## src/common/rce_pkg.sv

```systemverilog
// shared constants and carrier types for the resource-conflict exception unit
package rce_pkg;

    // ==========================================================
    // structure
    localparam int N_SLOTS    = 2;
    localparam int N_PRED     = 4;
    localparam int DEST_W     = 5;
    localparam int CREG_W     = 2;

    // ==========================================================
    // drain timing: annulled packets flushed per interrupt
    localparam int           DRAIN_PKTS = 4;
    localparam logic [2:0]   DRAIN_LAST = 3'(DRAIN_PKTS - 1);

    // ==========================================================
    // register offsets (byte addresses)
    localparam logic [7:0]   OFF_CTRL   = 8'h00;
    localparam logic [7:0]   OFF_ERR_STAT   = 8'h04;
    localparam logic [7:0]   OFF_EXC_FLAG   = 8'h08;
    localparam logic [7:0]   OFF_EXC_CLR    = 8'h0C;
    localparam logic [7:0]   OFF_RET_PTR    = 8'h10;
    localparam logic [7:0]   OFF_TASK_STATE = 8'h14;
    localparam logic [7:0]   OFF_STAT   = 8'h18;

    // ==========================================================
    // field positions
    localparam int CTRL_LEGACY_BIT = 0;
    localparam int ERR_CONFLICT_BIT  = 4;
    localparam int FLAG_INTERNAL_BIT = 1;
    localparam int TASK_LOOP_BIT     = 1;
    localparam int TASK_INT_BIT      = 3;
    localparam int TASK_MODE_LSB     = 6;
    localparam int TASK_BLOCKED_BIT  = 16;
    localparam int STAT_DRAIN_BIT  = 0;
    localparam int STAT_PEND_BIT   = 1;

    // ==========================================================
    // reset values
    localparam logic [31:0]  CTRL_RST   = 32'h0000_0000;
    localparam logic [31:0]  ERR_STAT_RST   = 32'h0000_0000;
    localparam logic [31:0]  EXC_FLAG_RST   = 32'h0000_0000;
    localparam logic [31:0]  RET_PTR_RST    = 32'h0000_0000;
    localparam logic [31:0]  TASK_STATE_RST = 32'h0000_0000;
    localparam logic [31:0]  ZERO_WORD  = 32'h0000_0000;

    // ==========================================================
    // carriers
    typedef struct packed {
        logic                valid;
        logic                pred_en;
        logic [CREG_W-1:0]   creg;
        logic                cinv;
        logic [DEST_W-1:0]   dest;
    } rce_slot_t;

    typedef struct packed {
        logic                        valid;
        logic [31:0]                 pc;
        logic [N_PRED-1:0]           pred_we;
        logic [N_PRED-1:0]           pred_wdata;
        rce_slot_t [N_SLOTS-1:0]     slot;
    } rce_pkt_t;

    typedef struct packed {
        logic         psel;
        logic         penable;
        logic         pwrite;
        logic [7:0]   paddr;
        logic [31:0]  pwdata;
    } rce_apb_req_t;

    typedef struct packed {
        logic         pready;
        logic [31:0]  prdata;
        logic         pslverr;
    } rce_apb_rsp_t;

endpackage : rce_pkg

```

## src/hdl/rce_conflict_unit.sv

```systemverilog
// resource-conflict exception unit: drain, annulment, detection, state capture, apb registers
// Summary of operation
// - on interrupt, drain the pipeline and annul all in-flight packets, in legacy and corrected mode alike.
// - legacy mode examines packets during flush even though they are annulled.
// - raise exception when two writes to one register use different condition registers.
// - annulled predicate writes feed the next annulled packet's conditions in legacy mode.
// - spurious exception pends during drain and is taken on reaching the handler.
// - on a drain exception, return pointer and task state capture the state at handler arrival; a real conflict captures its own pc.
// - exception never alters commits or results; only flags and capture change.
//
// The address map and the APB interface to the registers were chosen for this implementation.
module rce_conflict_unit
    import rce_pkg::*;
(
    input  wire logic                 pclk,
    input  wire logic                 presetn,
    input  wire rce_apb_req_t         apb_req,
    output rce_apb_rsp_t              apb_rsp,
    input  wire rce_pkt_t             pkt_in,
    input  wire logic                 irq_req,
    input  wire logic [31:0]          handler_pc,
    input  wire logic                 loop_active,
    input  wire logic                 irq_blocked,
    input  wire logic [1:0]           ctx_mode,
    output logic [N_SLOTS-1:0]        commit_en,
    output logic                      drain_busy,
    output logic                      handler_arrive,
    output logic                      exc_take
);

    // ==========================================================
    // state
    typedef enum logic [1:0] {
        RCE_RUN   = 2'b01,
        RCE_DRAIN = 2'b10
    } rce_state_t;

    rce_state_t         state;
    rce_state_t         next_state;
    logic [2:0]         cnt;
    logic [2:0]         next_cnt;
    logic               pend;
    logic               next_pend;
    logic [N_PRED-1:0]  last_we;
    logic [N_PRED-1:0]  next_last_we;
    logic [N_PRED-1:0]  last_wd;
    logic [N_PRED-1:0]  next_last_wd;
    logic [31:0]        ctrl;
    logic [31:0]        next_ctrl;
    logic [31:0]        internal_error_status;
    logic [31:0]        next_internal_error_status;
    logic [31:0]        exception_flag_status;
    logic [31:0]        next_exception_flag_status;
    logic [31:0]        nmi_return_pointer;
    logic [31:0]        next_nmi_return_pointer;
    logic [31:0]        nmi_task_state;
    logic [31:0]        next_nmi_task_state;
    rce_apb_rsp_t       next_rsp;
    logic [N_SLOTS-1:0] next_commit;
    logic               next_arrive;
    logic               next_take;

    logic               annul;
    logic               legacy;
    logic [N_PRED-1:0]  arch_pred;
    logic [N_PRED-1:0]  shadow_pred;
    logic [N_PRED-1:0]  arch_we;
    logic [N_SLOTS-1:0] exec_lg;
    logic [N_SLOTS-1:0] exec_fx;
    logic               conf_lg;
    logic               conf_fx;
    logic               spur_det;
    logic               real_det;
    logic               arrive_now;
    logic               take_spur;
    logic               wr_en;
    logic [31:0]        rd_mux;
    logic               rd_err;

    assign annul  = (state == RCE_DRAIN);
    assign legacy = ctrl[CTRL_LEGACY_BIT];

    // ==========================================================
    // predicates: committed file plus the view that includes annulled writes
    assign arch_we = (pkt_in.valid && !annul) ? pkt_in.pred_we : '0;

    rce_pred_file u_pred (
        .pclk    (pclk),
        .presetn (presetn),
        .we      (arch_we),
        .wdata   (pkt_in.pred_wdata),
        .pred    (arch_pred)
    );

    // the previous packet's predicate writes, annulled or not, as the faulty logic sees them
    assign shadow_pred = (last_we & last_wd) | (~last_we & arch_pred);

    genvar g;
    for (g = 0; g < N_SLOTS; g++) begin : g_slot
        assign exec_lg[g] = pkt_in.slot[g].valid &&
                            (!pkt_in.slot[g].pred_en ||
                             (shadow_pred[pkt_in.slot[g].creg] ^ pkt_in.slot[g].cinv));
        assign exec_fx[g] = pkt_in.slot[g].valid &&
                            (!pkt_in.slot[g].pred_en ||
                             (arch_pred[pkt_in.slot[g].creg] ^ pkt_in.slot[g].cinv));
    end

    // ==========================================================
    // conflict detection: same destination, two different guarding registers
    always_comb begin
        conf_lg = 1'b0;
        conf_fx = 1'b0;
        if (pkt_in.valid && pkt_in.slot[0].pred_en && pkt_in.slot[1].pred_en &&
            (pkt_in.slot[0].dest == pkt_in.slot[1].dest) &&
            (pkt_in.slot[0].creg != pkt_in.slot[1].creg)) begin
            conf_lg = &exec_lg;
            conf_fx = &exec_fx;
        end
    end

    // legacy evaluates even annulled packets; corrected mode drops them entirely
    assign spur_det   = annul && legacy && conf_lg;
    assign real_det   = !annul && (legacy ? conf_lg : conf_fx);
    assign arrive_now = annul && (cnt == 3'h0);
    assign take_spur  = arrive_now && (pend || spur_det);

    // ==========================================================
    // drain sequencing and pipeline-facing outputs
    always_comb begin
        next_state   = state;
        next_cnt     = cnt;
        next_pend    = pend;
        next_last_we = pkt_in.valid ? pkt_in.pred_we : '0;
        next_last_wd = pkt_in.pred_wdata;
        next_arrive  = arrive_now;
        next_commit  = (pkt_in.valid && !annul) ? exec_fx : '0;
        case (state)
            RCE_RUN: begin
                next_pend = 1'b0;
                if (irq_req) begin
                    next_state = RCE_DRAIN;
                    next_cnt   = DRAIN_LAST;
                end
            end
            RCE_DRAIN: begin
                next_pend = pend || spur_det;
                next_cnt  = cnt - 3'h1;
                if (arrive_now) begin
                    next_state = RCE_RUN;
                    next_pend  = 1'b0;
                    next_cnt   = 3'h0;
                end
            end
            default: begin
                next_state = RCE_RUN;
                next_cnt   = 3'h0;
                next_pend  = 1'b0;
            end
        endcase
    end

    always_ff @(posedge pclk or negedge presetn) begin
        if (!presetn) begin
            state          <= RCE_RUN;
            cnt            <= 3'h0;
            pend           <= 1'b0;
            last_we        <= '0;
            last_wd        <= '0;
            handler_arrive <= 1'b0;
            commit_en      <= '0;
        end else begin
            state          <= next_state;
            cnt            <= next_cnt;
            pend           <= next_pend;
            last_we        <= next_last_we;
            last_wd        <= next_last_wd;
            handler_arrive <= next_arrive;
            commit_en      <= next_commit;
        end
    end

    assign drain_busy = state[1]; // one-hot drain bit, so the pin comes straight from a flop

    // ==========================================================
    // exception flags and state capture
    assign wr_en = apb_req.psel && apb_req.penable && apb_rsp.pready && apb_req.pwrite;

    always_comb begin
        next_ctrl                  = ctrl;
        next_internal_error_status = internal_error_status;
        next_exception_flag_status = exception_flag_status;
        next_nmi_return_pointer    = nmi_return_pointer;
        next_nmi_task_state        = nmi_task_state;
        next_take                  = take_spur || real_det;
        if (wr_en && apb_req.paddr == OFF_CTRL) begin
            next_ctrl = ZERO_WORD;
            next_ctrl[CTRL_LEGACY_BIT] = apb_req.pwdata[CTRL_LEGACY_BIT];
        end
        if (wr_en && apb_req.paddr == OFF_ERR_STAT) begin
            next_internal_error_status = internal_error_status & ~apb_req.pwdata;
        end
        if (wr_en && apb_req.paddr == OFF_EXC_CLR) begin
            next_exception_flag_status = exception_flag_status & ~apb_req.pwdata;
        end
        // a new exception in the clearing cycle wins over the clear
        if (next_take) begin
            next_internal_error_status[ERR_CONFLICT_BIT] = 1'b1;
            next_exception_flag_status[FLAG_INTERNAL_BIT] = 1'b1;
            next_nmi_task_state = ZERO_WORD;
            next_nmi_task_state[TASK_LOOP_BIT]      = loop_active;
            next_nmi_task_state[TASK_BLOCKED_BIT]   = irq_blocked;
            next_nmi_task_state[TASK_MODE_LSB +: 2] = ctx_mode;
            if (take_spur) begin
                next_nmi_return_pointer = handler_pc;
                next_nmi_task_state[TASK_INT_BIT] = 1'b1;
            end else begin
                next_nmi_return_pointer = pkt_in.pc;
            end
        end
    end

    always_ff @(posedge pclk or negedge presetn) begin
        if (!presetn) begin
            ctrl                  <= CTRL_RST;
            internal_error_status <= ERR_STAT_RST;
            exception_flag_status <= EXC_FLAG_RST;
            nmi_return_pointer    <= RET_PTR_RST;
            nmi_task_state        <= TASK_STATE_RST;
            exc_take              <= 1'b0;
        end else begin
            ctrl                  <= next_ctrl;
            internal_error_status <= next_internal_error_status;
            exception_flag_status <= next_exception_flag_status;
            nmi_return_pointer    <= next_nmi_return_pointer;
            nmi_task_state        <= next_nmi_task_state;
            exc_take              <= next_take;
        end
    end

    // ==========================================================
    // apb slave: data prepared in setup, answered in the first access cycle
    always_comb begin
        rd_err = 1'b0;
        rd_mux = ZERO_WORD;
        case (apb_req.paddr)
            OFF_CTRL: rd_mux = ctrl;
            OFF_ERR_STAT:   rd_mux = internal_error_status;
            OFF_EXC_FLAG:   rd_mux = exception_flag_status;
            OFF_EXC_CLR:    rd_mux = ZERO_WORD;
            OFF_RET_PTR:    rd_mux = nmi_return_pointer;
            OFF_TASK_STATE: rd_mux = nmi_task_state;
            OFF_STAT: begin
                rd_mux[STAT_DRAIN_BIT] = annul;
                rd_mux[STAT_PEND_BIT]  = pend;
            end
            default:  rd_err = 1'b1;
        endcase
    end

    always_comb begin
        next_rsp = '0;
        if (apb_req.psel && !apb_req.penable) begin
            next_rsp.pready  = 1'b1;
            next_rsp.pslverr = rd_err;
            next_rsp.prdata  = apb_req.pwrite ? ZERO_WORD : rd_mux;
        end
    end

    always_ff @(posedge pclk or negedge presetn) begin
        if (!presetn) begin
            apb_rsp <= '0;
        end else begin
            apb_rsp <= next_rsp;
        end
    end
endmodule // rce_conflict_unit

```

## src/hdl/rce_pred_file.sv

```systemverilog
// committed predicate register file, one flop per predicate
module rce_pred_file
    import rce_pkg::*;
(
    input  wire logic                 pclk,
    input  wire logic                 presetn,
    input  wire logic [N_PRED-1:0]    we,
    input  wire logic [N_PRED-1:0]    wdata,
    output logic      [N_PRED-1:0]    pred
);

    logic [N_PRED-1:0] next_pred;

    // ==========================================================
    // per-predicate update
    genvar g;
    for (g = 0; g < N_PRED; g++) begin : g_pred
        always_comb begin
            next_pred[g] = we[g] ? wdata[g] : pred[g];
        end
        always_ff @(posedge pclk or negedge presetn) begin
            if (!presetn) begin
                pred[g] <= 1'b0;
            end else begin
                pred[g] <= next_pred[g];
            end
        end
    end

endmodule // rce_pred_file

```

## config.mk

```make
export PLATFORM = sky130hd
export DESIGN_NAME = rce_conflict_unit
export DESIGN_NICKNAME = d
export VERILOG_FILES = /design/src/common/rce_pkg.sv /design/src/hdl/rce_conflict_unit.sv /design/src/hdl/rce_pred_file.sv
export SDC_FILE = /design/constraint.sdc
export NUM_CORES = 1
export LEC_CHECK = 0
export BUFFER_PORTS_ARGS = -buffer_cell sky130_fd_sc_hd__buf_2
export CORE_AREA = 4 4 160 85
export CTS_CLUSTER_SIZE = 40
export DETAILED_ROUTE_END_ITERATION = 6
export DIE_AREA = 0 0 164 89
export HOLD_SLACK_MARGIN = 0.1
export PLACE_DENSITY = 0.81
export SLEW_MARGIN = 20
export SYNTH_ARGS = -nofsm -noshare
export SYNTH_HDL_FRONTEND = slang
export SYNTH_SLANG_ARGS = --single-unit
```

## constraint.sdc

```tcl
create_clock -name pclk -period 6.3 [get_ports pclk]
set_clock_uncertainty 0.1 [all_clocks]
set_input_delay 1.575 -clock pclk [delete_from_list [all_inputs] [get_ports pclk]]
set_output_delay 1.575 -clock pclk [all_outputs]
set_load 0.05 [all_outputs]
```

* Word-level counts from Yosys, hierarchy flattened *
Cells that the tools add are included.

storage, ports and cells
  bits in registers = 158
  input port bits = 143

cells by class
  add/sub/neg operators = 1
  order comparisons = 2
  equality and inequality tests = 12
  mux-type cells = 33
  bitwise logic cells = 11
  reductions and logical operators = 39

operators by type and width
  kind                                                 count
  one-hot mux 30 bit (4 select lines)                  1
  bitwise AND 32 bit                                   2
  2-to-1 mux 32 bit                                    2
  2-to-1 mux 34 bit                                    1
  NOT 32 bit                                           1
  == test 8 x 5 -> 1 bit (second input constant)       3
  logical AND 1 bit                                    21
  == test 8 x 4 -> 1 bit (second input constant)       2
  2-to-1 mux 1 bit                                     13
  one-hot mux 2 bit (6 select lines)                   1
  bitwise AND 4 bit                                    2
  binary-select mux 1 bit (select 2 bit)               4
  == test 8 x 3 -> 1 bit (second input constant)       1
  logical NOT 8 bit                                    1
  2-to-1 mux 2 bit                                     4
  2-to-1 mux 4 bit                                     2
  OR reduction 7 bit                                   1
  logical OR 1 bit                                     6
  < comparator 2 x 3 -> 1 bit (second input constant)  2
  2-to-1 mux 3 bit                                     2
  one-hot mux 3 bit (2 select lines)                   1
  AND reduction 2 bit                                  3
  == test 5 bit                                        1
  2-to-1 mux 5 bit                                     1
  13 further kinds                                     20

* Depth between registers and ports, before layout *
Gate-level depths: netlist (run 1).

  word-level depth = 15
  gate-level depth with buffers = 9
  mapped depth without buffers = 7

* Cells and area by module *
Synthesis (run 1) repeated with hierarchy kept, for this count alone.

unflattened totals
  cells, all modules = 535
  area total of the unflattened synthesis = 6530.0 um^2

modules (own cells, without submodules)
  module             instances  cells each  area each (um^2)
  rce_conflict_unit  1          527         6369.9
  rce_pred_file      1          8           160.2

* Least setup slack after synthesis (run 1) *
OpenSTA, ideal clock, no wires.

  kind = input -> register
  start point = input pkt_in[6] (netlist bit)
  end point = register nmi_task_state[16]
  library setup time = 0.125 ns
  arrival time = 3.494 ns
  setup slack = 2.581 ns
  cell stages on the path = 7
  cell sequence = xnor2_1 -> a211o_1 -> or3_1 -> or4b_1 -> clkbuf_1 -> o211ai_4 -> mux2_4

on the way
  longest elaborated chain between the ends = 11

ends and longest elaborated chain
  what                                    RTL line                  source
  from (decl)                             rce_conflict_unit.sv:19   input wire rce_pkt_t pkt_in,
  binary-select mux 1 bit (select 2 bit)  rce_conflict_unit.sv:102  (shadow_pred[pkt_in.slot[g].creg] ^ pkt_in.slot[g].cinv));
  2-to-1 mux 1 bit (implied by the code)  rce_conflict_unit.sv:102
  bitwise XOR 1 bit                       rce_conflict_unit.sv:102
  logical OR 1 bit                        rce_conflict_unit.sv:101  (!pkt_in.slot[g].pred_en ||
  logical AND 1 bit                       rce_conflict_unit.sv:100  assign exec_lg[g] = pkt_in.slot[g].valid &&
  AND reduction 2 bit                     rce_conflict_unit.sv:116  conf_lg = &exec_lg;
  2-to-1 mux 1 bit                        rce_conflict_unit.sv:113  if (pkt_in.valid && pkt_in.slot[0].pred_en && pkt_in.slot[1].pred_en &&
  logical AND 1 bit                       rce_conflict_unit.sv:122  assign spur_det = annul && legacy && conf_lg;
  logical OR 1 bit                        rce_conflict_unit.sv:125  assign take_spur = arrive_now && (pend || spur_det);
  logical AND 1 bit                       rce_conflict_unit.sv:125
  logical OR 1 bit (*)                    rce_conflict_unit.sv:194  next_take = take_spur || real_det;
  via next_take                           rce_conflict_unit.sv:61   logic next_take;
  to (signal assigned)                    rce_conflict_unit.sv:235  nmi_task_state <= next_nmi_task_state;
  to (decl)                               rce_conflict_unit.sv:56   logic [31:0] nmi_task_state;

The timed path passes the listed nets; every way through them passes the cells marked *. The select of a mux whose other input is x is not followed.
A chain may end at the register's enable or synchronous reset.

* Worst setup path in the final report (run 1) *
  start point = input pkt_in[16] (netlist bit)
  end point = register nmi_return_pointer[26]

on the way
  longest elaborated chain between the ends = 11

ends and longest elaborated chain
  what                                                          RTL line                                            source
  binary-select mux 1 bit (select 2 bit)                        rce_conflict_unit.sv:102
  2-to-1 mux 1 bit (implied by the code)                        rce_conflict_unit.sv:102
  bitwise XOR 1 bit                                             rce_conflict_unit.sv:102
  logical OR 1 bit                                              rce_conflict_unit.sv:101
  logical AND 1 bit                                             rce_conflict_unit.sv:100
  AND reduction 2 bit                                           rce_conflict_unit.sv:116
  2-to-1 mux 1 bit                                              rce_conflict_unit.sv:113
  logical AND 1 bit                                             rce_conflict_unit.sv:122
  logical OR 1 bit                                              rce_conflict_unit.sv:125
  logical AND 1 bit                                             rce_conflict_unit.sv:125
  2-to-1 mux 32 bit / logical OR 1 bit (equally long branches)  rce_conflict_unit.sv:213, rce_conflict_unit.sv:194
  to (signal assigned)                                          rce_conflict_unit.sv:234                            nmi_return_pointer <= next_nmi_return_pointer;
  to (decl)                                                     rce_conflict_unit.sv:54                             logic [31:0] nmi_return_pointer;

Several ways; a longest one is shown, not always the timed one. The select of a mux whose other input is x is not followed.

==> impl_metrics.json, run 1 <==
{
  "finalHoldViolCount": 0,
  "rsz0062_at_grt": "false",
  "synth_sequential_area_ratio_pct": 58.47,
  "timing.critical_path.from_type": "input pin",
  "fmaxAchievable_mhz": 245.4,
  "post_drt_wl_per_cell_um": 20.66,
  "timing.final.max_slew_violations": 0,
  "crit_buf_inv": 2,
  "p_total_mw": 2.367,
  "area_delta_synth_final_pct": 25.01,
  "power.switching_uw": 639.6,
  "max-clock-path-buffers": 2,
  "timing.hold.worst.class": "register to register",
  "synth.cell_area_um2": 6764,
  "synth_nets": 731,
  "fillCellCount": 918,
  "post-route-drc-count": 6,
  "fin_area_um2": 8456,
  "clock_sinks": 158,
  "floorplan.die_area_um2": 14600,
  "async_reset_ff_share_pct": 100.0,
  "ant_nets": 0,
  "max-cap-violations": 0,
  "worst_path_max_delay_cell": "a31oi_4",
  "cts_tree": "yes",
  "core_area_um2": 12260,
  "critical_path.cell_chain": "buf_2, mux4_2, mux2_2, a31oi_4, nand2b_1, buf_4, a31oi_1",
  "antenna_cells": 0,
  "placed_cells_incl_taps": 902,
  "cts.clk_slew.worst_paths_ps": 60,
  "overall_via_count_from_detail_route": 5687,
  "max-vdd-ir-drop_mv": 0.1779,
  "clock_tree.htree_level_count": 4,
  "critical_path_peak_fanout": 35,
  "yosys_register_bits": 158,
  "ys.warnings.count": 0,
  "power_leakage_nw": 3.961,
  "final.hold.worst_slack_ps": 366.7,
  "fin_tns_setup_ps": 0,
  "drt_via_density": 6.095,
  "finalSetupViolations": 0,
  "final_min_period_over_clock_period_pct": 64.68,
  "postSynth.topFlopCell": "dfrtp_1",
  "placed_area_um2": 7851,
  "grt_util_all_layers_pct": 27.35,
  "timing.critical_path.required_ps": 6460,
  "clock_latency_ps": 420,
  "violations": "DRC",
  "post-dp-hpwl_um": 13040,
  "cts-buffers-inserted": 17,
  "netlist_instances": 584,
  "dieWidth_um": 164,
  "pwr-share-comb_pct": 12.4,
  "pin_count_of_the_biggest_net_entering_global_routing": 110,
  "die_height_um": 89,
  "start_util_pct": 55.15,
  "cts-root-buf": "clkbuf_16",
  "yosys-top-cells-area": "dfrtp_1, a21boi_0, a222oi_1, a31oi_1, nor3_1",
  "initialDrtViolationCount": 728,
  "overflow_after_grt": 0,
  "swShare_pct": 27.03,
  "worst_pin_slew_ps": 1151,
  "synth_most_common_cell": "dfrtp_1",
  "synth.top_cells.by_count": "dfrtp_1, a21boi_0, nor2_1, clkbuf_1, nor3_1",
  "numPortBuffers": 181,
  "fp-row-count": 29,
  "fraction_of_final_layout_cells_with_drive_strength_greater_than_1_pct": 34.08,
  "timing.critical_path.slowest_cell_delay_ps": 870,
  "wire_length_of_the_first_global_routing_pass_um": 30540,
  "endpoint_kind": "register",
  "worst-endpoint-arrival_ps": 4240,
  "post_cts_buffers": 0,
  "finalNonFillerCells": 933,
  "post_cts_resized": 0,
  "layout_min_cycle_time_ps": 4075,
  "power.share.sequential_pct": 45.2,
  "hold_bufs_inserted_after_cts": 0,
  "timing.critical_path.max_delay_family": "compound AO/OA/AOI/OAI gates",
  "synth-edff-count": 0,
  "finalNetCount": 898,
  "timing.setup.critical_path_class": "input pin to register",
  "slew-limit-headroom_pct": 22.65,
  "clock_share_of_power_pct": 42.4,
  "top_level_ports": 182,
  "final_gp_congestion": 0.8654,
  "first_global_vias": 5885,
  "yosys.area.top_type_share_pct": 58.08,
  "internal_power_mw": 1.727,
  "drt-pass1-iter-count": 7,
  "post_synth_num_cell_types": 50,
  "synth_top_area_cell": "dfrtp_1",
  "synthesis.area_per_instance_um2": 11.58,
  "detailed_route_wl_um": 19280,
  "antenna_violations_before_repair": 1,
  "power.density_cell_area_nw_per_um2": 279.9,
  "outcome": "finished, violations left"
}
layer usage:
layer,vias to the layer above,share of wire (%),global-route usage (%)
met1,2804,43,38.46
li1,2509,-,-
met4,2,0.94,7.002
met5,-,0.067,0
met3,26,11,6.909
met2,346,45,43.47
power groups by stage:
stage          clock network, mW  registers (mW)  logic (mW)
3_5_place_dp                   0            1.09       0.288
4_1_cts                     1.01            1.07       0.294
3_3_place_gp                   0            1.09       0.273
5_1_grt                     1.07            1.07       0.322
2_1_floorplan                  0            1.11       0.142
6_report                    1.00            1.07       0.294
placed cells by master (no fill, tap or decap), types with 2 or more instances in the layout:
cell type   instances
buf_4              12
a222oi_1           30
nor3_1             34
nand4_1             3
clkinv_4            2
inv_1               9
o21ai_1             4
inv_8               2
o31ai_1             3
mux2_4              8
mux2_2             10
o21ai_0            31
nor2b_1             8
nand3_1            33
mux4_2              5
and2_1              5
nand2_1            15
clkinvlp_4          3
nor4_4              2
nor2_1             40
xnor2_1             8
dfrtp_1           157
nor4b_4             3
inv_6               5
clkbuf_16          17
a21boi_0           63
a21o_1              3
a21oi_1             2
buf_2             180
nand2b_1            5
a31oi_1            32
mux2i_1             2
ha_1                4
state kept, by name, summed over array words and instances (netlist names):
register	count
nmi_return_pointer	32
nmi_task_state	5
exc_take	1
state	2
last_wd	4
ctrl	1
u_pred.pred	4
pend	1
apb_rsp	34
handler_arrive	1
exception_flag_status	32
internal_error_status	32
commit_en	2
cnt	3
last_we	4
worst paths after layout:
path	startpoint	to	slack (ps)	cells past startpoint
setup reg to reg	u_pred.pred[1]	nmi_return_pointer[26]	2810	7
max in group asynchronous	presetn	apb_rsp[0]	3680	2
setup / recovery	pkt_in[16]	nmi_return_pointer[26]	2230	7
hold reg to reg	cnt[0]	cnt[0]	370	1
hold / removal	cnt[0]	cnt[0]	370	1
min in group asynchronous	presetn	nmi_return_pointer[17]	1170	1
layout make-up:
class	count	area (µm²)	share of cell area, %
multi-input combinational	372	2674	31.62
inverter	9	33.78	0.3995
tap	170	212.7	2.516
clock buffer	17	425.4	5.031
sequential	158	3955	46.77
timing repair buffer	193	1002	11.85
clock inverter	14	152.6	1.805
cells by family after synthesis:
family,Yosys count,synth area share [%]
muxes,26,5.568
and+or+nand+nor,157,11.80
adders and majority gates,4,0.7399
xor gates and xnor gates,9,1.165
AOI/OAI and AO/OA,176,19.03
DFF,158,58.47
buffers and inverters,54,3.219
metrics by stage:
step / util, % / worst slack (ps)
2_1_floorplan: - / 2581
3_5_place_dp: 64.02 / 1891
6_report: 68.95 / 2225
5_1_grt: 68.95 / 2132
4_1_cts: 68.73 / 2277
3_3_place_gp: 64.02 / 2007
worst reg2reg max path, stage by stage (launching register included):
cell	delay, ps
dfrtp_1	410
mux2_1	340
mux4_2	510
mux2_2	330
a31oi_4	870
nand2b_1	230
buf_4	350
a31oi_1	190
No activity file was read; power rests on OpenSTA's default activity.
==> run 2, diff against run 1 <==
- CORE_AREA: 4 4 160 85 -> 4 4 165 87
- DIE_AREA: 0 0 164 89 -> 0 0 169 91
- PLACE_DENSITY: 0.81 -> 0.77
- clock period: 6.3 -> 4.19 ns (I/O delays scaled with it)
==> impl_metrics.json, run 2 (synthesis results as in run 1) <==
{
  "fin_ws_ps": 992.5,
  "startpoint": "pkt_in[6]",
  "most-common-layout-cells": "buf_2, dfrtp_1, a21boi_0",
  "hold_depth": 1,
  "power.density_cell_area_nw_per_um2": 425.9,
  "die_height_um": 91,
  "top_level_ports": 182,
  "finalNetCount": 908,
  "final_min_period_over_clock_period_pct": 76.31,
  "top_register": "apb_rsp",
  "pin_count_of_the_biggest_net_entering_global_routing": 74,
  "ant_nets": 0,
  "swShare_pct": 24.95,
  "overall_via_count_from_detail_route": 5653,
  "max-vdd-ir-drop_mv": 0.3263,
  "detailed_route_wl_um": 18720,
  "fmaxAchievable_mhz": 312.7,
  "drt-pass1-iter-count": 5,
  "largest_reg_flops": 34,
  "area_delta_synth_final_pct": 26.45,
  "worst-endpoint-arrival_ps": 3380,
  "worst_pin_slew_ps": 879.7,
  "layout.core_utilization_pct": 67.54,
  "rsz0062_at_grt": "false",
  "post_drt_wl_per_cell_um": 19.83,
  "slew-limit-headroom_pct": 41.21,
  "start_util_pct": 53.41,
  "timing.setup.critical_path_class": "input pin to register",
  "outcome": "complete, no violations",
  "first_global_vias": 5973,
  "critical_path_peak_fanout": 33,
  "clock_latency_ps": 410,
  "numPortBuffers": 181,
  "detailedPlace.worstSlack_ps": 588.5,
  "dr_wl_met2_um": 9522,
  "power.share.sequential_pct": 44.2,
  "max-cap-violations": 0,
  "antenna_cells": 0,
  "timing.hold.worst.class": "register to register",
  "max-clock-path-buffers": 2,
  "cts-root-buf": "clkbuf_16",
  "finalSetupViolations": 0,
  "timing.critical_path.required_ps": 4380,
  "clock_tree.htree_level_count": 4,
  "timing.final.max_slew_violations": 0,
  "grt_util_all_layers_pct": 24.83,
  "route.layer.met1.wl_um": 7656,
  "dieWidth_um": 169,
  "detailroute.wirelength.met3_um": 1311,
  "power_leakage_nw": 4.017,
  "post-route-drc-count": 0,
  "cts-buffers-inserted": 17,
  "timing.critical_path.from_type": "input pin",
  "fp-row-count": 29,
  "post_cts_resized": 0,
  "cts_tree": "yes",
  "endpoint_kind": "register",
  "hold_bufs_inserted_after_cts": 0,
  "floorplan.die_area_um2": 15380,
  "finalHoldViolCount": 0,
  "layout_min_cycle_time_ps": 3198,
  "timing.hold.worst.start": "cnt[0]",
  "internal_power_mw": 2.734,
  "antenna_violations_before_repair": 0,
  "post-dp-hpwl_um": 12510,
  "post_cts_buffers": 0,
  "critical_path.reg2reg.startpoint": "u_pred.pred[1]",
  "overflow_after_grt": 0,
  "wire_length_of_the_first_global_routing_pass_um": 30300,
  "clock_sinks": 158,
  "dr.max_layer_used": "met4",
  "fraction_of_final_layout_cells_with_drive_strength_greater_than_1_pct": 34.88,
  "clock_share_of_power_pct": 43.9,
  "final_gp_congestion": 0.7994,
  "cts.clk_slew.worst_paths_ps": 60,
  "pwr-share-comb_pct": 11.9,
  "fin_tns_setup_ps": 0,
  "core_area_um2": 12660,
  "p_total_mw": 3.643,
  "drt_via_density": 5.988,
  "logic_depth_of_the_worst_register_to_register_path": 6,
  "final_common_cell": "buf_2",
  "power.switching_uw": 908.8,
  "initialDrtViolationCount": 547
}
-- run 2: per-layer routing --
metal  up-vias  global-route usage [%]
li1       2537                       -
met1      2865                   31.97
met2       227                   42.45
met3        24                   5.119
met4         0                   8.506
met5         -                       0
-- run 2: through the flow --
step	instance area [µm²]	hold WS, ps	cells
after global routing	8553	385.3	944
final	8553	369.7	944
after floorplan	6764	330.1	584
after detailed placement	7939	359.7	912
after global placement	7939	346.1	912
after CTS	8553	367.6	944
-- run 2: critical path, cell delays in order --
cell      delay [ps]
buf_2            130
mux4_2           550
mux2_4           340
or4_4            720
o211ai_4         250
mux2_4           340
-- run 2: worst paths after layout --
kind / end / slack, ps
setup / recovery: nmi_task_state[1] / 990
hold / removal: cnt[0] / 370
setup reg to reg: nmi_task_state[1] / 1040
hold reg to reg: cnt[0] / 370
max in group asynchronous: exception_flag_status[14] / 2590
min in group asynchronous: last_wd[2] / 520
-- run 2: layout make-up --
| type | instances | area, µm² |
|---|---|---|
| sequential | 158 | 3955 |
| fill | 989 | 4110 |
| clock buffer | 20 | 456.7 |
| timing repair buffer | 203 | 1090 |
| clock inverter | 12 | 157.7 |
| tap | 170 | 212.7 |
| multi-input combinational | 372 | 2648 |
| inverter | 9 | 33.78 |
-- run 2: power groups by stage --
stage / logic [mW] / clock network [mW] / registers [mW]
after floorplan: 0.214 / 0 / 1.66
after global placement: 0.419 / 0 / 1.63
after detailed placement: 0.438 / 0 / 1.64
after CTS: 0.442 / 1.62 / 1.61
after global routing: 0.481 / 1.69 / 1.62
final: 0.434 / 1.60 / 1.61
